**config.mk**
```make
export PLATFORM = sky130hd
export DESIGN_NAME = mdio_top
export DESIGN_NICKNAME = d
export VERILOG_FILES = /design/src/rtl/mdio_top.v
export VERILOG_INCLUDE_DIRS = /design/src /design/src/shared
export SDC_FILE = /design/constraint.sdc
export NUM_CORES = 1
export LEC_CHECK = 0
export BUFFER_PORTS_ARGS = -buffer_cell sky130_fd_sc_hd__buf_4
export CAP_MARGIN = 20
export CORE_MARGIN = 2
export CORE_UTILIZATION = 55
export DETAILED_ROUTE_END_ITERATION = 8
export GPL_TIMING_DRIVEN = 0
export PLACE_DENSITY = 0.85
export REMOVE_ABC_BUFFERS = 1
export SKIP_LAST_GASP = 1
export SYNTH_ARGS = -nofsm -noshare
export SYNTH_HDL_FRONTEND = slang
export SYNTH_SLANG_ARGS = --single-unit
```
**constraint.sdc**
```tcl
create_clock -name pclk -period 5.5 [get_ports pclk]
set_clock_uncertainty 0.1 [all_clocks]
set_input_delay 1.1 -clock pclk [delete_from_list [all_inputs] [get_ports pclk]]
set_output_delay 1.1 -clock pclk [all_outputs]
set_load 0.05 [all_outputs]
```
**src/shared/mdio_regs.vh**
```
// register map, field positions, reset values and speed formula constants for the motor drive io block
// assumes a 32-bit apb slave with word-aligned registers
`ifndef MDIO_REGS_VH
`define MDIO_REGS_VH

// register byte offsets
`define MDIO_CTRL_ADDR      12'h000
`define MDIO_STATUS_ADDR    12'h004
`define MDIO_IRQ_STAT_ADDR  12'h008
`define MDIO_IRQ_MASK_ADDR  12'h00c
`define MDIO_SPEED_ADDR     12'h010
`define MDIO_DRIVE_ADDR     12'h014

// ctrl fields
`define MDIO_CTRL_FAULT_BIT 0
`define MDIO_CTRL_RESET     32'h0000_0000

// status fields
`define MDIO_ST_ENABLED     0
`define MDIO_ST_FAULT       1
`define MDIO_ST_HALL_MODE   2
`define MDIO_ST_REVERSE     3
`define MDIO_ST_BRAKE       4
`define MDIO_ST_WAIT_TOGGLE 5

// interrupt events
`define MDIO_IRQ_ENABLE     0
`define MDIO_IRQ_DISABLE    1
`define MDIO_IRQ_FAULT      2
`define MDIO_IRQ_BRAKE      3
`define MDIO_IRQ_WIDTH      4

// speed formula constants
`define MDIO_HALL_RPM_K     8'h28
`define MDIO_TACH_RPM_K     8'h3c

`endif

```
**src/rtl/mdio_top.v**
```verilog
// motor drive digital io control: input qualification, enable latch, speed pulse, fault pin
// assumes pclk at 20 mhz, apb master on the same clock, pins asynchronous to pclk
//
// Summary of operation
// - the drive runs only while the enable input is held low and stops whenever it is high.
// - after any interruption or fault the drive stays off until enable goes from high to low.
// - a low direction input negates the signed speed command so the motor turns the other way.
// - a low brake input selects dynamic braking in place of normal drive.
// - in hall mode the speed pulse is the xnor of the three hall inputs.
// - in tach mode the speed pulse is a straight copy of the encoder input.
// - the fault output sinks low while the drive is faulted and is released otherwise.
// - in hall mode rpm equals 40 times the pulse frequency over the pole count.
// - in tach mode rpm equals 60 times the pulse frequency over the encoder line count.
// - feedback mode comes from a setting; present selects hall, absent selects tach.
// - changed settings are taken only on an enable toggle, never while enabled.
`timescale 1ns/1ps
`include "mdio_regs.vh"

module mdio_top (
    input  wire        pclk,
    input  wire        presetn,
    input  wire        clk_en,
    input  wire        psel,
    input  wire        penable,
    input  wire        pwrite,
    input  wire [11:0] paddr,
    input  wire [31:0] pwdata,
    output reg  [31:0] prdata,
    output reg         pready,
    output reg         pslverr,
    input  wire        enable_n,
    input  wire        direction_n,
    input  wire        brake_n,
    input  wire [2:0]  hall,
    input  wire        tach_in,
    input  wire        hall_mode_jumper,
    input  wire        drive_fault,
    input  wire [15:0] speed_command_voltage,
    output reg  [15:0] speed_command,
    output reg         drive_on,
    output reg         brake_on,
    output reg         tach_out,
    output reg         fault_out_n,
    output reg         fault_out_oe,
    output reg         irq
);

    // one-hot drive states
    localparam [2:0] ST_IDLE = 3'b001;
    localparam [2:0] ST_RUN  = 3'b010;
    localparam [2:0] ST_HOLD = 3'b100;

    // two's complement negate, used for command reversal
    function [15:0] mdio_neg;
        input [15:0] v;
        begin
            mdio_neg = (~v) + 16'h0001;
        end
    endfunction

    // address match for one register, shared by the write decoders and the irq_stat read clear
    function mdio_hit;
        input [11:0] addr;
        input [11:0] offset;
        begin
            mdio_hit = (addr == offset);
        end
    endfunction

    // synchronisers: first stage read only by second stage
    reg  [6:0] sync1;
    reg  [6:0] sync2;
    reg  [2:0] state;
    reg        en_prev;
    reg        hall_mode;
    reg        fault_latched;
    reg        sw_fault;
    reg  [`MDIO_IRQ_WIDTH-1:0] irq_stat;
    reg  [`MDIO_IRQ_WIDTH-1:0] irq_mask;
    reg  [15:0] cmd_q;
    reg  [2:0]  next_state;
    reg         jmp_sync1;
    reg         jmp_sync2;
    reg  [31:0] next_prdata;
    reg         next_pslverr;

    wire en_low   = ~sync2[0];
    wire dir_low  = ~sync2[1];
    wire brk_low  = ~sync2[2];
    wire [2:0] hall_s = sync2[5:3];
    wire tach_s   = sync2[6];
    wire en_fall  = en_prev & ~sync2[0];
    wire fault_now = drive_fault | sw_fault;
    wire rd_acc   = psel & penable & ~pwrite & pready;
    wire wr_acc   = psel & penable & pwrite & pready;

    // sample enable, direction, brake, hall and tach pins to keep them off pclk metastability
    always @(posedge pclk or negedge presetn) begin
        if (!presetn) begin
            sync1 <= 7'h7f;
            sync2 <= 7'h7f;
            en_prev <= 1'b1;
        end else if (clk_en) begin
            sync1 <= {tach_in, hall, brake_n, direction_n, enable_n};
            sync2 <= sync1;
            en_prev <= sync2[0];
        end
    end

    // pin latency: a pin edge reaches sync2 after two pclk edges and the outputs after three, drive_on after four;
    // switch inputs are far slower than this, so no debounce is added here
    // the jumper is a pin too; two flops keep a half-set jumper off the mode latch
    always @(posedge pclk or negedge presetn) begin
        if (!presetn) begin
            jmp_sync1 <= 1'b0;
            jmp_sync2 <= 1'b0;
        end else if (clk_en) begin
            jmp_sync1 <= hall_mode_jumper;
            jmp_sync2 <= jmp_sync1;
        end
    end

    // drive state: run only after a high-to-low enable edge and while enable stays low
    always @* begin
        next_state = state;
        case (state)
            ST_IDLE: begin
                if (en_fall && !fault_now)
                    next_state = ST_RUN;
            end
            ST_RUN: begin
                if (!en_low)
                    next_state = ST_IDLE;
                else if (fault_now)
                    next_state = ST_HOLD;
            end
            ST_HOLD: begin
                // a fault cannot clear itself by enable staying low
                if (!en_low)
                    next_state = ST_IDLE;
            end
            default: next_state = ST_IDLE;
        endcase
    end

    always @(posedge pclk or negedge presetn) begin
        if (!presetn) begin
            state <= ST_IDLE;
            hall_mode <= 1'b0;
            fault_latched <= 1'b0;
        end else if (clk_en) begin
            state <= next_state;
            // settings taken only on the enable toggle, so jumpers moved mid-run do nothing
            if (en_fall)
                hall_mode <= jmp_sync2;
            if (state == ST_RUN && fault_now)
                fault_latched <= 1'b1;
            else if (state == ST_IDLE && en_fall && !fault_now)
                fault_latched <= 1'b0;
        end
    end

    // command path: the analog word is registered once, then signed by direction
    always @(posedge pclk or negedge presetn) begin
        if (!presetn) begin
            cmd_q         <= 16'h0000;
            speed_command <= 16'h0000;
        end else if (clk_en) begin
            cmd_q         <= speed_command_voltage;
            // negating the full-scale negative word gives itself; no extra sign bit is kept
            speed_command <= dir_low ? mdio_neg(cmd_q) : cmd_q;
        end
    end

    // drive levels: brake replaces drive only while the state machine runs
    always @(posedge pclk or negedge presetn) begin
        if (!presetn) begin
            drive_on <= 1'b0;
            brake_on <= 1'b0;
        end else if (clk_en) begin
            drive_on <= (state == ST_RUN) && !brk_low;
            brake_on <= (state == ST_RUN) && brk_low;
        end
    end

    // speed pulse: late by the pipeline only; frequency untouched, rpm = 40f/poles or 60f/lines
    always @(posedge pclk or negedge presetn) begin
        if (!presetn) begin
            tach_out <= 1'b0;
        end else if (clk_en) begin
            if (hall_mode)
                tach_out <= ~(hall_s[0] ^ hall_s[1] ^ hall_s[2]);
            else
                tach_out <= tach_s;
        end
    end

    // fault pin is open drain: its level is always low, the enable decides if it sinks
    always @(posedge pclk or negedge presetn) begin
        if (!presetn) begin
            fault_out_n  <= 1'b0;
            fault_out_oe <= 1'b0;
        end else if (clk_en) begin
            fault_out_n  <= 1'b0;
            fault_out_oe <= fault_latched;
        end
    end

    // event sources for the sticky status bits
    wire [`MDIO_IRQ_WIDTH-1:0] events;
    assign events[`MDIO_IRQ_ENABLE]  = (state != ST_RUN) && (next_state == ST_RUN);
    assign events[`MDIO_IRQ_DISABLE] = (state == ST_RUN) && (next_state == ST_IDLE);
    assign events[`MDIO_IRQ_FAULT]   = (state == ST_RUN) && (next_state == ST_HOLD);
    assign events[`MDIO_IRQ_BRAKE]   = (state == ST_RUN) && brk_low && !brake_on;

    wire rd_irq_stat = rd_acc && mdio_hit(paddr, `MDIO_IRQ_STAT_ADDR);

    // status after this edge; an event in the read cycle wins over the clear
    wire [`MDIO_IRQ_WIDTH-1:0] next_irq_stat =
        (rd_irq_stat ? {`MDIO_IRQ_WIDTH{1'b0}} : irq_stat) | events;

    // sticky status, cleared by reading it; mask and software fault written over apb
    always @(posedge pclk or negedge presetn) begin
        if (!presetn) begin
            irq_stat <= {`MDIO_IRQ_WIDTH{1'b0}};
            irq_mask <= {`MDIO_IRQ_WIDTH{1'b0}};
            sw_fault <= 1'b0;
            irq      <= 1'b0;
        end else if (clk_en) begin
            irq_stat <= next_irq_stat;
            if (wr_acc && mdio_hit(paddr, `MDIO_IRQ_MASK_ADDR))
                irq_mask <= pwdata[`MDIO_IRQ_WIDTH-1:0];
            if (wr_acc && mdio_hit(paddr, `MDIO_CTRL_ADDR))
                sw_fault <= pwdata[`MDIO_CTRL_FAULT_BIT];
            // irq follows the new status, so it never lags a set or a clear by a cycle
            irq      <= |(next_irq_stat & irq_mask);
        end
    end

    // register map seen by software
    //   ctrl      bit 0 software fault, forces a running drive into the faulted state
    //   status    bit 0 running, 1 faulted, 2 hall mode, 3 reversed, 4 braking,
    //             bit 5 faulted and back in idle, waiting for an enable toggle
    //   irq_stat  bit 0 enabled, 1 disabled, 2 fault, 3 brake; a read clears it
    //   irq_mask  same layout as irq_stat
    //   speed     signed speed command after the direction input
    //   drive     bit 0 drive on, 1 brake on, 2 speed pulse
    wire [31:0] status_word = {26'h0000000, state == ST_IDLE && fault_latched,
                               brake_on, dir_low, hall_mode, fault_latched, state == ST_RUN};

    // read mux; unmapped offsets return zero and flag an error
    always @* begin
        next_prdata  = 32'h0000_0000;
        next_pslverr = 1'b0;
        case (paddr)
            `MDIO_CTRL_ADDR:     next_prdata = {31'h00000000, sw_fault};
            `MDIO_STATUS_ADDR:   next_prdata = status_word;
            `MDIO_IRQ_STAT_ADDR: next_prdata = {28'h0000000, irq_stat | events};
            `MDIO_IRQ_MASK_ADDR: next_prdata = {28'h0000000, irq_mask};
            `MDIO_SPEED_ADDR:    next_prdata = {16'h0000, speed_command};
            `MDIO_DRIVE_ADDR:    next_prdata = {29'h00000000, tach_out, brake_on, drive_on};
            default:             next_pslverr = 1'b1;
        endcase
    end

    // apb slave: no wait state, pready rises in the first access cycle
    // read data is captured at setup so it stands through the whole access cycle
    always @(posedge pclk or negedge presetn) begin
        if (!presetn) begin
            pready  <= 1'b0;
            pslverr <= 1'b0;
            prdata  <= 32'h0000_0000;
        end else if (clk_en) begin
            pready  <= psel & ~penable;
            pslverr <= 1'b0;
            prdata  <= 32'h0000_0000;
            if (psel && !penable) begin
                pslverr <= next_pslverr;
                prdata  <= next_prdata;
            end
        end
    end

endmodule // mdio_top

```
==> metrics.cfg <==
[drt]
drt-pass1-iter-count = 4
drc_errors = 0
detailed_router_s_first_iteration_violation_count = 199
antenna_left = 0
drt-wirelength-per-cell_um = 16.8
routed_wirelength_um = 9290
routed_via_density = 5.80
total_number_of_vias = 3202

[sta]
slew_at_the_pin_closest_to_its_max_slew_limit_ns = 0.871
final_max_slew_viol_count = 0
maxSlewHeadroom_pct = 41.4
hold_slack_ns = 0.401
fmax_ghz = 0.320
setup_viol = 0
post-route-min-period_ns = 3.13
final_min_period_over_clock_period_pct = 56.9
totalNegativeSetupSlack_ns = 0
rsz0062_at_grt = false
report.final.hold_viol_count = 0

[setup_path]
timing_worst_setup_path_type = in -> reg
reg2reg_slack_ns = 3.39
rr_startpoint = cmd_q[4]
worst-path-max-fanout = 85
reg2regPathDepth = 4
worstSetupEndpointType = flip-flop
worst_r2r_endpoint = speed_command[14]
endpoint_arrival_time_on_the_critical_path_ns = 3.26
worstPathRequired_ns = 5.63
worstSetupStartpointType = primary input

[synthesis]
synthFlopType = sky130_fd_sc_hd__dfrtp_1
synthDistinctLibCells = 59
synth_seq_cells = 86
ys_async_sr_fraction_pct = 100
synth_enable_flop_cells = 0
synth.cell_area_sq_um = 4190
postSynthCellCount = 372
synth_seq_area_share_pct = 51.8
syn-mean-instance-area_sq_um = 11.3
synth-warning-count = 0

[worst_hold_path]
hold_class = reg -> reg
min_path_cells = 1
hold_path_startpoint = pslverr
worst_hold_path.endpoint = pslverr

[layout]
mostFrequentLayoutCells = sky130_fd_sc_hd__buf_4, sky130_fd_sc_hd__dfrtp_1, sky130_fd_sc_hd__mux2_2
final_common_cell = sky130_fd_sc_hd__buf_4
post_layout_nets = 524
filler_cell_count = 548
flow.area_growth_from_synthesis_pct = 19.8
multi_input_comb_area_sq_um = 1810
layout.cells.non_filler = 552
register_area_sq_um = 2170
finalCoreUtilization_pct = 68.5
layout-drive-gt1-share_pct = 38.0
diodes = 0

[clock_tree]
holdBufCountCts = 0
cts_resized = 0
cts_buffer_depth = 2
cts-buffers-inserted = 9
ctsRootBufferMaster = sky130_fd_sc_hd__clkbuf_8
clk-insertion-delay-late_ns = 0.36
cts.sinks = 86
cts_setup_buffers = 0
tritoncts = yes
cts_max_level = 3
clk_pin_slew_ns = 0.08

[placement]
place.port_buffers = 85
post-place-cells = 535
gp_congestion = 0.883
dp_hpwl_um = 6480

[die]
rows = 31
io-pin-count = 131
die-area_sq_um = 8340
die_height_um = 91.3
initial_core_utilization_pct = 57.2
floorplan.die.width_um = 91.3
core_sq_um = 7330

[power]
power.density_nw_per_um2 = 331
largest_vdd_supply_drop_mv = 0.207
power.total_mw = 1.66
p_leak_nw = 2.22

[run]
maxCapViolCount = 0

[grt]
groute.usage.overall_pct = 23.1
gr-usage-met3_pct = 5.73
top_usage_layer = met2
grt_pass1_wl_um = 15300
global_route.usage.met2_pct = 37.0
grt_pass1_vias = 3091
grtUsageMet1_pct = 31.5
antenna_found_initial = 0
grt_remaining_overflow = 0
grt_max_degree = 87

[status]
outcome = completed

## layout make-up
class | instances | area share (%)
tap | 99 | 2.47
timing repair buffer | 86 | 13.3
clock buffer | 12 | 3.09
inverter | 10 | 0.748
clock inverter | 4 | 1.10
sequential | 86 | 43.3
multi-input combinational | 255 | 36.1
## metal layers
layer | wire [um] | part of all wire, %
met2 | 4500 | 48
met4 | 140 | 1.5
met5 | 0 | 0
met3 | 605 | 6.5
met1 | 4040 | 43
## worst max-delay path by stage
stage	start	endpoint	depth (start not counted)
finish	clk_en	prdata[3]	4
detailed placement	clk_en	prdata[3]	4
CTS	clk_en	prdata[3]	4
global placement	clk_en	prdata[3]	4
global route	clk_en	prdata[3]	4
floorplan	paddr[9]	irq_stat[0]	4
## cells in the mapped netlist (3+ instances only)
master | count | share of area [%]
sky130_fd_sc_hd__a21oi_1 | 24 | 2.9
sky130_fd_sc_hd__a22o_1 | 11 | 2.3
sky130_fd_sc_hd__a22oi_1 | 6 | 1.1
sky130_fd_sc_hd__a31oi_1 | 4 | 0.60
sky130_fd_sc_hd__a32oi_1 | 4 | 0.84
sky130_fd_sc_hd__a41oi_1 | 4 | 0.84
sky130_fd_sc_hd__buf_4 | 18 | 3.2
sky130_fd_sc_hd__buf_6 | 3 | 0.81
sky130_fd_sc_hd__clkbuf_1 | 14 | 1.3
sky130_fd_sc_hd__dfrtp_1 | 70 | 42
sky130_fd_sc_hd__dfstp_2 | 16 | 10
sky130_fd_sc_hd__inv_1 | 9 | 0.81
sky130_fd_sc_hd__mux2_2 | 39 | 10
sky130_fd_sc_hd__nand2_1 | 19 | 1.7
sky130_fd_sc_hd__nor2_1 | 28 | 2.5
sky130_fd_sc_hd__nor2b_1 | 4 | 0.60
sky130_fd_sc_hd__nor3_1 | 5 | 0.60
sky130_fd_sc_hd__nor3b_1 | 3 | 0.54
sky130_fd_sc_hd__nor4_1 | 6 | 0.90
sky130_fd_sc_hd__o21ai_0 | 9 | 1.1
sky130_fd_sc_hd__o2bb2ai_1 | 6 | 1.3
sky130_fd_sc_hd__o31ai_1 | 3 | 0.54
sky130_fd_sc_hd__or2_2 | 3 | 0.45
sky130_fd_sc_hd__or3_1 | 3 | 0.45
sky130_fd_sc_hd__or4_4 | 3 | 0.81
sky130_fd_sc_hd__xnor2_1 | 14 | 2.9
## sequential cells by signal (all words and copies together), names as in the netlist
| signal | count |
|---|---|
| drive_on | 1 |
| fault_out_oe | 1 |
| tach_out | 1 |
| sw_fault | 1 |
| speed_command | 16 |
| pslverr | 1 |
| en_prev | 1 |
| hall_mode | 1 |
| state | 3 |
| fault_latched | 1 |
| brake_on | 1 |
| irq_stat | 4 |
| jmp_sync1 | 1 |
| irq | 1 |
| pready | 1 |
| irq_mask | 4 |
| cmd_q | 16 |
| jmp_sync2 | 1 |
| prdata | 16 |
| sync2 | 7 |
| sync1 | 7 |
## through the flow
stage                     instance area, sq um  setup WS (ns)
after floorplan                           4020           2.38
after global placement                    4780           2.09
after detailed placement                  4780           2.01
after CTS                                 4990           2.39
after global routing                      5020           2.09
final                                     5020           2.37
## report_power, final
group          leakage, nW  switching (mW)  total, mW  internal (mW)
Clock                0.103           0.228      0.464          0.237
Sequential            1.05          0.0789      0.795          0.716
Combinational         1.07           0.247      0.401          0.155
Total                 2.22           0.553       1.66           1.11
## cell families after synthesis
family                   share of synthesized area [%]
other                                           0.0895
adder cells (fa/ha/maj)                          0.298
XOR/XNOR                                          2.93
flip-flops                                        51.8
AO/OA/AOI/OAI                                     15.7
buffers and inverters                             6.42
AND/OR/NAND/NOR                                   12.0
multiplexers                                      10.7
## worst max-delay path, stage by stage
cell,delay [ns]
sky130_fd_sc_hd__buf_4,0.64
sky130_fd_sc_hd__clkinv_1,0.90
sky130_fd_sc_hd__a32oi_1,0.43
sky130_fd_sc_hd__o21ai_0,0.14
No activity file was read; power rests on OpenSTA's default activity.
